--- src/fpt_regs.vh ---
// Register map, field positions, reset values and timing of the fan PWM and tach block
`ifndef FPT_REGS_VH
`define FPT_REGS_VH

// Register offsets
`define FPT_OFF_FAN_DRIVE_OUT_ONE 8'h56
`define FPT_OFF_FAN_DRIVE_OUT_TWO 8'h57
`define FPT_OFF_CTRL 8'h58
`define FPT_OFF_TACH1 8'h59
`define FPT_OFF_TACH2 8'h5a
`define FPT_OFF_PRELOAD 8'h5b

// Reset values
`define FPT_RST_FAN 8'h00
`define FPT_RST_CTRL 8'h50
`define FPT_RST_TACH 8'h00
`define FPT_RST_PRELOAD 8'h00

// Fan duty register fields
`define FPT_FAN_FORCE 0
`define FPT_FAN_DUTY_LSB 1
`define FPT_FAN_DUTY_MSB 6
`define FPT_FAN_CSEL 7

// Control register fields
`define FPT_CTRL_SRC1 0
`define FPT_CTRL_SRC2 1
`define FPT_CTRL_MUL1 2
`define FPT_CTRL_MUL2 3
`define FPT_CTRL_DIV1_LSB 4
`define FPT_CTRL_DIV2_LSB 6

// Timing: clock period and PWM step times in ns
`define FPT_CLK_NS 8
`define FPT_STEP0_NS 4000
`define FPT_STEP1_NS 1000
`define FPT_STEP2_NS 16000
`define FPT_STEP3_NS 256
`define FPT_TACH_NS 4000

// Cycle counts of the times above at the 8 ns clock, sized for the 16-bit timers
`define FPT_STEP0_CYC 16'h01f4
`define FPT_STEP1_CYC 16'h007d
`define FPT_STEP2_CYC 16'h07d0
`define FPT_STEP3_CYC 16'h0020
`define FPT_TACH_CYC 16'h01f4

`endif

--- src/fpt_fan.v ---
// Fan PWM generator and tachometer monitor with byte register port
`timescale 1ns/100ps
//
// Functional notes
// Force bit holds fan two output high
// Duty zero low, 32 half, 63 high-63/low-1
// Fan two clock select picks output frequency
// Control bit 3 doubles fan two frequency
// Control bit 2 doubles fan one frequency
// Control bits 0/1 are clock source selects
// Fan one tach divisor 1/2/4/8, default two
// Fan two tach divisor 1/2/4/8, default two
// Eight-bit count of divided clocks per pulse
// Reading latched at end of each pulse; code skips it when a preload write falls in the same cycle
// Reading may be invalid after preload write
// Reset: fan two 0x00, control 0x50
// Fan one register mirrors fan two layout
// 64-step period, high while counter below duty
// Tach counter saturates at 255
`include "fpt_regs.vh"

module fpt_fan #(
  parameter [15:0] STEP0_CYC = `FPT_STEP0_CYC,
  parameter [15:0] STEP1_CYC = `FPT_STEP1_CYC,
  parameter [15:0] STEP2_CYC = `FPT_STEP2_CYC,
  parameter [15:0] STEP3_CYC = `FPT_STEP3_CYC,
  parameter [15:0] TACH_CYC = `FPT_TACH_CYC
) (
  input wire clk,
  input wire rst_n,
  input wire [7:0] reg_addr,
  input wire [7:0] reg_wdata,
  input wire reg_wr,
  input wire reg_rd,
  output reg [7:0] reg_rdata,
  input wire tach_in_one,
  input wire tach_in_two,
  output wire fan_drive_out_one,
  output wire fan_drive_out_two
);

  // Step length in clk cycles for a source/select pair, halved when doubled
  function [15:0] step_len;
    input src;
    input csel;
    input mul;
    reg [15:0] base;
    begin
      base = STEP0_CYC;
      case ({src, csel})
        2'b00: base = STEP0_CYC;
        2'b01: base = STEP1_CYC;
        2'b10: base = STEP2_CYC;
        2'b11: base = STEP3_CYC;
        default: base = STEP0_CYC;
      endcase
      if (mul) begin
        base = base >> 1;
      end
      if (base == 16'h0000) begin
        base = 16'h0001;
      end
      step_len = base;
    end
  endfunction

  // Mask of divide counter bits for divisor codes 1, 2, 4, 8
  function [2:0] div_mask;
    input [1:0] code;
    begin
      case (code)
        2'b00: div_mask = 3'h0;
        2'b01: div_mask = 3'h1;
        2'b10: div_mask = 3'h3;
        2'b11: div_mask = 3'h7;
        default: div_mask = 3'h1;
      endcase
    end
  endfunction

  // Saturating increment of the tach count
  function [7:0] sat_inc;
    input [7:0] v;
    begin
      if (v == 8'hff) begin
        sat_inc = v;
      end else begin
        sat_inc = v + 8'h01;
      end
    end
  endfunction

  reg [7:0] fan_drive_out_one_q;
  reg [7:0] fan_drive_out_two_q;
  reg [7:0] ctrl_q;
  reg [7:0] preload_q;
  reg [7:0] rdata_d;
  wire [15:0] tach_lat_q;
  reg [15:0] tach_pre_q;
  reg [2:0] tach_div_q;
  wire tach_base_tick;
  wire [1:0] fan_force;
  wire [11:0] fan_duty;
  wire [1:0] fan_csel;
  wire [1:0] fan_src;
  wire [1:0] fan_mul;
  wire [3:0] fan_div;
  wire [1:0] tach_pin;
  wire [1:0] fan_out;
  wire wr_fan_drive_out_one;
  wire wr_fan_drive_out_two;
  wire wr_ctrl;
  wire preload_wr;

  // Per-fan views of the control fields
  assign fan_force = {fan_drive_out_two_q[`FPT_FAN_FORCE], fan_drive_out_one_q[`FPT_FAN_FORCE]};
  assign fan_duty = {fan_drive_out_two_q[`FPT_FAN_DUTY_MSB:`FPT_FAN_DUTY_LSB],
                     fan_drive_out_one_q[`FPT_FAN_DUTY_MSB:`FPT_FAN_DUTY_LSB]};
  assign fan_csel = {fan_drive_out_two_q[`FPT_FAN_CSEL], fan_drive_out_one_q[`FPT_FAN_CSEL]};
  assign fan_src = {ctrl_q[`FPT_CTRL_SRC2], ctrl_q[`FPT_CTRL_SRC1]};
  assign fan_mul = {ctrl_q[`FPT_CTRL_MUL2], ctrl_q[`FPT_CTRL_MUL1]};
  assign fan_div = {ctrl_q[`FPT_CTRL_DIV2_LSB+1:`FPT_CTRL_DIV2_LSB],
                    ctrl_q[`FPT_CTRL_DIV1_LSB+1:`FPT_CTRL_DIV1_LSB]};
  assign tach_pin = {tach_in_two, tach_in_one};

  // Write decode, one enable per writable register; read-only offsets have none
  assign wr_fan_drive_out_one = reg_wr && (reg_addr == `FPT_OFF_FAN_DRIVE_OUT_ONE);
  assign wr_fan_drive_out_two = reg_wr && (reg_addr == `FPT_OFF_FAN_DRIVE_OUT_TWO);
  assign wr_ctrl = reg_wr && (reg_addr == `FPT_OFF_CTRL);
  assign preload_wr = reg_wr && (reg_addr == `FPT_OFF_PRELOAD);

  // Software writable registers
  always @(posedge clk) begin
    if (!rst_n) begin
      fan_drive_out_one_q <= `FPT_RST_FAN;
      fan_drive_out_two_q <= `FPT_RST_FAN;
      ctrl_q <= `FPT_RST_CTRL;
      preload_q <= `FPT_RST_PRELOAD;
    end else begin
      if (wr_fan_drive_out_one) begin
        fan_drive_out_one_q <= reg_wdata;
      end
      if (wr_fan_drive_out_two) begin
        fan_drive_out_two_q <= reg_wdata;
      end
      if (wr_ctrl) begin
        ctrl_q <= reg_wdata;
      end
      if (preload_wr) begin
        preload_q <= reg_wdata;
      end
    end
  end

  // Read mux, taken at the strobe edge; idle cycles and unmapped offsets give zero
  // Reads have no side effects, so a repeated read is harmless
  always @* begin
    rdata_d = 8'h00;
    if (reg_rd) begin
      case (reg_addr)
        `FPT_OFF_FAN_DRIVE_OUT_ONE: rdata_d = fan_drive_out_one_q;
        `FPT_OFF_FAN_DRIVE_OUT_TWO: rdata_d = fan_drive_out_two_q;
        `FPT_OFF_CTRL: rdata_d = ctrl_q;
        `FPT_OFF_TACH1: rdata_d = tach_lat_q[7:0];
        `FPT_OFF_TACH2: rdata_d = tach_lat_q[15:8];
        `FPT_OFF_PRELOAD: rdata_d = preload_q;
        default: rdata_d = 8'h00;
      endcase
    end
  end

  // Read data register, valid in the cycle after the strobe only
  always @(posedge clk) begin
    if (!rst_n) begin
      reg_rdata <= 8'h00;
    end else begin
      reg_rdata <= rdata_d;
    end
  end

  // Shared tach time base and divide counter
  // The divide counter is shared, so the first divided tick after a
  // divisor change may come early; the next full pulse reads correctly
  assign tach_base_tick = (tach_pre_q >= TACH_CYC - 16'h0001);

  always @(posedge clk) begin
    if (!rst_n) begin
      tach_pre_q <= 16'h0000;
      tach_div_q <= 3'h0;
    end else if (tach_base_tick) begin
      tach_pre_q <= 16'h0000;
      tach_div_q <= tach_div_q + 3'h1;
    end else begin
      tach_pre_q <= tach_pre_q + 16'h0001;
    end
  end

  // One PWM generator and one tach counter per fan
  genvar i;
  generate
    for (i = 0; i < 2; i = i + 1) begin : g_fan
      reg [15:0] step_q;
      reg [5:0] phase_q;
      reg out_q;
      reg out_d;
      reg [2:0] sync_q;
      reg [7:0] cnt_q;
      reg [7:0] cnt_d;
      reg [7:0] lat_q;
      reg [7:0] lat_d;
      wire [15:0] len;
      wire step_tick;
      wire [2:0] mask;
      wire tach_tick;
      wire tach_rise;

      // Step length from source, select and doubler
      assign len = step_len(fan_src[i], fan_csel[i], fan_mul[i]);
      assign step_tick = (step_q >= len - 16'h0001);

      // Step timer and 64-step PWM phase
      always @(posedge clk) begin
        if (!rst_n) begin
          step_q <= 16'h0000;
          phase_q <= 6'h00;
        end else if (step_tick) begin
          step_q <= 16'h0000;
          phase_q <= phase_q + 6'h01;
        end else begin
          step_q <= step_q + 16'h0001;
        end
      end

      // Output level: forced high, else high while phase below duty
      always @* begin
        if (fan_force[i]) begin
          out_d = 1'b1;
        end else begin
          out_d = (phase_q < fan_duty[6*i+5:6*i]);
        end
      end

      // Output register keeps the pin free of decode glitches
      always @(posedge clk) begin
        if (!rst_n) begin
          out_q <= 1'b0;
        end else begin
          out_q <= out_d;
        end
      end
      assign fan_out[i] = out_q;

      // Two-flop synchroniser plus edge history for the tach pin
      // Only the second flop and the history flop feed the edge compare
      always @(posedge clk) begin
        if (!rst_n) begin
          sync_q <= 3'h0;
        end else begin
          sync_q <= {sync_q[1:0], tach_pin[i]};
        end
      end
      assign tach_rise = sync_q[1] && !sync_q[2];

      // Divided count clock per fan
      assign mask = div_mask(fan_div[2*i+1:2*i]);
      assign tach_tick = tach_base_tick && ((tach_div_q & mask) == mask);

      // Count across a pulse, latch at its end, restart from preload
      // A preload write and a pulse end in one cycle skip that pulse's reading
      always @* begin
        cnt_d = cnt_q;
        lat_d = lat_q;
        if (preload_wr) begin
          cnt_d = reg_wdata;
        end else if (tach_rise) begin
          lat_d = cnt_q;
          cnt_d = preload_q;
        end else if (tach_tick) begin
          cnt_d = sat_inc(cnt_q);
        end
      end

      // Live count and latched reading
      always @(posedge clk) begin
        if (!rst_n) begin
          cnt_q <= `FPT_RST_TACH;
          lat_q <= `FPT_RST_TACH;
        end else begin
          cnt_q <= cnt_d;
          lat_q <= lat_d;
        end
      end
      assign tach_lat_q[8*i+7:8*i] = lat_q;
    end
  endgenerate

  // Pin outputs
  assign fan_drive_out_one = fan_out[0];
  assign fan_drive_out_two = fan_out[1];

endmodule

--- config.mk ---
export PLATFORM = sky130hd
export DESIGN_NAME = fpt_fan
export DESIGN_NICKNAME = d
export VERILOG_FILES = /design/src/fpt_fan.v
export VERILOG_INCLUDE_DIRS = /design/src
export SDC_FILE = /design/constraint.sdc
export NUM_CORES = 1
export LEC_CHECK = 0
export BUFFER_PORTS_ARGS = -buffer_cell sky130_fd_sc_hd__buf_2
export CELL_PAD_IN_SITES_DETAIL_PLACEMENT = 1
export CELL_PAD_IN_SITES_GLOBAL_PLACEMENT = 1
export CORE_MARGIN = 4
export CORE_UTILIZATION = 24
export DETAILED_ROUTE_END_ITERATION = 10
export PLACE_DENSITY = 0.44
export SYNTH_ARGS = -nofsm -noshare
export SYNTH_HDL_FRONTEND = slang
export SYNTH_SLANG_ARGS = --single-unit
--- constraint.sdc ---
create_clock -name clk -period 8.3 [get_ports clk]
set_input_delay 0.415 -clock clk [delete_from_list [all_inputs] [get_ports clk]]
set_output_delay 0.415 -clock clk [all_outputs]
set_load 0.05 [all_outputs]
# --- Word-level counts from Yosys, hierarchy flattened ---
# Index checks and enable logic that the tools add are counted.
op_classes:
  n_lt_le_gt_ge: 5
  mux: 19
  reduce_logical: 26
  add_sub_neg: 10
  bitwise: 4
  n_eq_ne: 24
op_table:
  columns: ["operator", "count"]
  rows:
  - ["one-hot mux 16 bit (4 select lines)", 2]
  - ["2-to-1 mux 16 bit", 4]
  - ["2-to-1 mux 8 bit", 8]
  - ["adder 16 x 1 -> 16 bit (second input constant)", 3]
  - ["equality test 8 x 7 -> 1 bit (second input constant)", 6]
  - ["one-hot mux 8 bit (6 select lines)", 1]
  - [">= comparator 16 bit", 2]
  - ["logical NOT 16 bit", 2]
  - ["subtractor 16 x 1 -> 16 bit (second input constant)", 2]
  - ["one-hot mux 3 bit (4 select lines)", 2]
  - ["adder 8 x 1 -> 8 bit (second input constant)", 2]
  - ["equality test 2 bit (second input constant)", 8]
  - ["equality test 8 bit (second input constant)", 2]
  - [">= comparator 16 x 9 -> 1 bit (second input constant)", 1]
  - ["adder 6 x 1 -> 6 bit (second input constant)", 2]
  - ["less-than comparator 6 bit", 2]
  - ["AND reduction 2 bit", 5]
  - ["equality test 2 x 1 -> 1 bit (second input constant)", 4]
  - ["logical AND 1 bit", 8]
  - ["logical NOT 2 bit", 4]
  - ["AND 3 bit", 2]
  - ["equality test 3 bit", 2]
  - ["inequality test 3 bit (second input constant)", 2]
  - ["nonzero test 3 bit", 2]
  - ["other kinds (5)", 10]
word_totals:
  regBits: 143

# --- Logic depth before layout (Yosys ltp) ---
depth:
  depth_word: 8
  depth_mapped: 15
  ltp_nobuf: 12

# --- Least setup slack after synthesis ---
# Ideal clock, no wire load.
synth_path:
  kind: "reg2reg"
  from: "reg ctrl_q[2]"
  to: "reg g_fan[0].step_q[10]"
  required_time_ns: 8.235
  t_arrival_ns: 2.845
  slack_ns: 5.390
  stages_incl_launch_ff: 16
  path_cell_list: "dfxtp_1 -> clkbuf_1 -> nor2_1 -> nand2_1 -> ha_1 -> xor2_1 -> a211oi_1 -> ha_1 -> a211o_1 -> o211ai_1 -> o311ai_0 -> a221oi_1 -> buf_2 -> nand2_1 -> clkbuf_1 -> nor2_1"
synth_via:
  elab_chain_cells: 6
synth_rtl:
  columns: ["element", "line", "text"]
  rows:
  - ["start, declared", "fpt_fan.v:95", "reg [7:0] ctrl_q;"]
  - ["start signal, assigned", "fpt_fan.v:137", "ctrl_q <= `FPT_RST_CTRL;"]
  - ["start signal, assigned", "fpt_fan.v:147", "ctrl_q <= reg_wdata;"]
  - ["2-to-1 mux 16 bit *", "fpt_fan.v:57", "if (mul) begin"]
  - ["logical NOT 16 bit", "fpt_fan.v:60", "if (base == 16'h0000) begin"]
  - ["2-to-1 mux 16 bit *", "fpt_fan.v:60", null]
  - ["subtractor 16 x 1 -> 16 bit *", "fpt_fan.v:219", "assign step_tick = (step_q >= len - 16'h0001);"]
  - [">= comparator 16 bit *", "fpt_fan.v:219", null]
  - ["OR reduction 2 bit (no source line) *", null, null]
  - ["end signal, assigned", "fpt_fan.v:230", "step_q <= step_q + 16'h0001;"]
  - ["end, declared", "fpt_fan.v:202", "reg [15:0] step_q;"]
# Every way passes the cells marked *; elsewhere a longest branch is shown, timed or not.
# A chain may end at the register's enable or synchronous reset.

# --- Worst setup path in the final report ---
layout_path:
  from: "reg ctrl_q[0]"
  to: "reg g_fan[0].step_q[3]"
layout_via:
  elab_chain_cells: 8
  elab_cells_between_ends: 11
layout_rtl:
  columns: ["element", "line", "text"]
  rows:
  - ["equality test 2 bit (tied with other cells)", "fpt_fan.v:50", "case ({src, csel})"]
  - ["one-hot mux 16 bit (4 select lines) *", "fpt_fan.v:50", null]
  - ["2-to-1 mux 16 bit *", "fpt_fan.v:57", null]
  - ["logical NOT 16 bit", "fpt_fan.v:60", null]
  - ["2-to-1 mux 16 bit *", "fpt_fan.v:60", null]
  - ["subtractor 16 x 1 -> 16 bit *", "fpt_fan.v:219", null]
  - [">= comparator 16 bit *", "fpt_fan.v:219", null]
  - ["OR reduction 2 bit (no source line) *", null, null]
# Every way passes the cells marked *; elsewhere a longest branch is shown, timed or not. The select of a mux whose other input is x is not followed.

==> metrics.txt <==
most frequent cells in the layout 143 x dfxtp_1, 116 x nand2_1, 90 x nor2_1, 63 x a21oi_1, 50 x ha_1; Worst setup SP type flip-flop; WL final 20800 um; status finished, final reports clean; diodes inserted 0; fraction of layout cells with a size suffix above 1 10.3%; RSZ-0062 raised after global routing no; CP cell instances inv_1 -> nand2_1 -> ha_1 -> xor2_1 -> a211oi_1 -> ha_1 -> a211o_1 -> o211ai_1 -> o311ai_0 -> a221oi_1 -> buf_4 -> nand2_1 -> nor2_1; yosys warns 0; cell taking the most area after synthesis dfxtp_1; vias 5794; fraction of registers with async set/reset 0%; leakage power 3.22 nW; R2R setup slack between 5 and 6 ns; hold path cells 2; number of vias per cell 4.64; CTS tree yes; Initial Utilization 24.5%; Final nets ~930; CTS sink cnt 143; R2R depth 13; RR Endpoint g_fan[0].step_q[3]$_SDFF_PP0_; Syn Std Cell Area 0.00706 mm^2; P&R area growth vs syn 17.1%; # Post-CTS Setup Buffers 0; Clock Tree Buf Depth 2; max_slew headroom 30.5%; cell count after synthesis just over 800; CP required 8.66 ns; GP Congestion 0.703; fin crit share 38.0%; hold crit path type in -> reg; I/O Pins 32; worst setup path category reg -> reg; crit path max-delay cell type dfxtp_1; top cells by area, synth dfxtp_1 41%, ha_1 8.9%, nand2_1 6.2%; row count 62; commonest non-fill, non-tap cell in the layout dfxtp_1; Worst Tran Pin Value between 1 and 1.5 ns; first-pass GRT wire length 33700 um; Worst IR Drop VDD about 0.12 mV; Crit Path Max Fanout 15; number of global-route vias before repair 6051; library cells used by synthesis 62; Setup Skew 0.0156 ns; Top FF cell, synth dfxtp_1; dpl hpwl 15100 um; area fraction of the dominant cell type after synthesis 40.5%; H-tree depth 4; die height 180 um; clock latency at the later pin of the worst-skew pair 0.43 ns; die area roughly 0.032 mm^2; grt total ovfl 0; # hold bufs at CTS 0; Achievable Freq 317 MHz; GR Util All Layers 13.1%; Filler Cells Inserted 3440; largest net degree at the start of global routing 67; Worst EP arrival 3.51 ns; critical path endpoint category flip-flop; Final TNS setup 0 ns; Fin. Hold Viols 0; Die Wd between 150 and 200 um; crit path time final about 3.2 ns; pins over their slew limit 0; Core Region 0.0289 mm^2; Setup violations, final 0; final antenna-violating net count 0; Buffers on Ports 31; clock buffer count from CTS 17; DRC errors left 0; TritonRoute pass-1 iters 4; Power per Cell Area 191 mW/mm^2; register area share after synthesis 40.5%; min-delay src tach_in_two; #FFs+latches synth roughly 140; Clock transition at path regs 0.07 ns; cts repair resizes 0; Post-synth EDFFs 0; Root Driver clkbuf_16; Max-cap violations 0; hold worst-path end g_fan[1].sync_q[0]$_SDFF_PN0_; RR Startpoint ctrl_q[0]$_SDFFE_PN0P_; Avg Inst Size Synth 8.66 um^2; drt first-iter violations 256; worst hold margin 0.189 ns; WL/cell around 17 um; largest stage delay on the critical path 0.50 ns; initial antenna violation count 0
power breakdown:
group	leakage (nW)	internal, W	switching [W]
Clock	0.286	0.000469	0.000323
Combinational	1.77	0.0000283	0.0000495
Sequential	1.16	0.000699	0.0000142
registers in the layout, summed over array words and instances (netlist names):
| name | flops |
|---|---|
| fan_drive_out_one_q | 8 |
| fan_drive_out_two_q | 8 |
| g_fan.cnt_q | 16 |
| preload_q | 8 |
| g_fan.sync_q | 6 |
| reg_rdata | 8 |
| g_fan.phase_q | 12 |
| g_fan.lat_q | 16 |
| fan_drive_out_one | 1 |
| fan_drive_out_two | 1 |
| tach_pre_q | 16 |
| g_fan.step_q | 32 |
| ctrl_q | 8 |
| tach_div_q | 3 |
synth_stat cells (2+ instances only):
master / instances
or3_1: 9
buf_1: 2
mux2i_1: 17
a221oi_1: 5
dfxtp_1: 143
mux4_2: 8
o211ai_1: 4
o31ai_1: 2
clkbuf_1: 25
a211o_1: 2
a21oi_1: 63
nand3_1: 44
nor2b_1: 4
nand2_1: 116
a211oi_1: 7
a21o_1: 6
xnor2_1: 21
o21ai_0: 19
xor2_1: 29
nor4b_1: 2
o211a_1: 2
ha_1: 50
a22oi_1: 8
inv_1: 28
nor2_1: 90
and3_1: 10
buf_2: 2
conb_1: 2
o21a_1: 2
a31oi_1: 2
and4_1: 6
nand4_1: 19
nor3_1: 12
and2_1: 9
a21boi_0: 4
nand2b_1: 13
nor4_1: 4
cell type report:
| cell class | count | area [um^2] | area share, % |
|---|---|---|---|
| multi-input cells | 628 | 4030 | 48.8 |
| flip-flops and latches | 143 | 2860 | 34.6 |
| well taps | 384 | 480 | 5.81 |
| clock buffers | 20 | 467 | 5.64 |
| repair buffers | 36 | 193 | 2.33 |
| clock inverters | 11 | 131 | 1.59 |
| inverters | 28 | 105 | 1.27 |
critical path, delay by kind of cell (launching register included):
kind / cells / cell delay [ns]
AO/OA/AOI/OAI: 5 / 0.98
flip-flops: 1 / 0.50
buffers and inverters: 2 / 0.38
adder cells (fa/ha/maj): 2 / 0.43
XOR/XNOR: 1 / 0.15
AND/OR/NAND/NOR: 3 / 0.63
how the worst max path moves through the flow:
stage | startpoint | end
finish | ctrl_q[0]$_SDFFE_PN0P_ | g_fan[0].step_q[3]$_SDFF_PP0_
detailed placement | ctrl_q[0]$_SDFFE_PN0P_ | g_fan[0].step_q[4]$_SDFF_PP0_
floorplan | ctrl_q[2]$_SDFFE_PN0P_ | g_fan[0].step_q[10]$_SDFF_PP0_
CTS | ctrl_q[0]$_SDFFE_PN0P_ | g_fan[0].step_q[3]$_SDFF_PP0_
global placement | ctrl_q[2]$_SDFFE_PN0P_ | g_fan[0].step_q[10]$_SDFF_PP0_
global route | ctrl_q[2]$_SDFFE_PN0P_ | g_fan[0].step_q[4]$_SDFF_PP0_
logic make-up (layout without fill, tap and decap cells):
group	count (synthesis)	in the layout	synth area share, %
AOI/OAI and AO/OA	138	138	12.5
xor gates and xnor gates	50	50	6.20
adders and majority gates	50	50	8.86
buffers and inverters	58	95	3.22
DFF	143	143	40.5
muxes	26	26	5.12
other	2	15	0.106
and+or+nand+nor	349	349	23.4
per-stage QoR:
step	std cells	instance area (um^2)	worst slack [ns]	power, W	util (%)
after floorplan	829	7110	5.39	0.000775	-
after global placement	1219	7670	5.08	0.000809	26.6
after detailed placement	1219	7670	5.06	0.000808	26.6
after CTS	1250	8270	5.05	0.00162	28.7
after global routing	1250	8270	4.73	0.00165	28.7
final	1250	8270	5.14	0.00158	28.7
routing by layer:
| metal | up-vias | GRT usage (%) | share of wire (%) |
|---|---|---|---|
| li1 | 2926 | - | - |
| met1 | 2801 | 18.5 | 52 |
| met2 | 53 | 20.5 | 45 |
| met3 | 14 | 2.28 | 2.2 |
| met4 | 0 | 3.75 | 0.99 |
| met5 | - | 0 | 0 |
(Power assumes the default switching activity.)
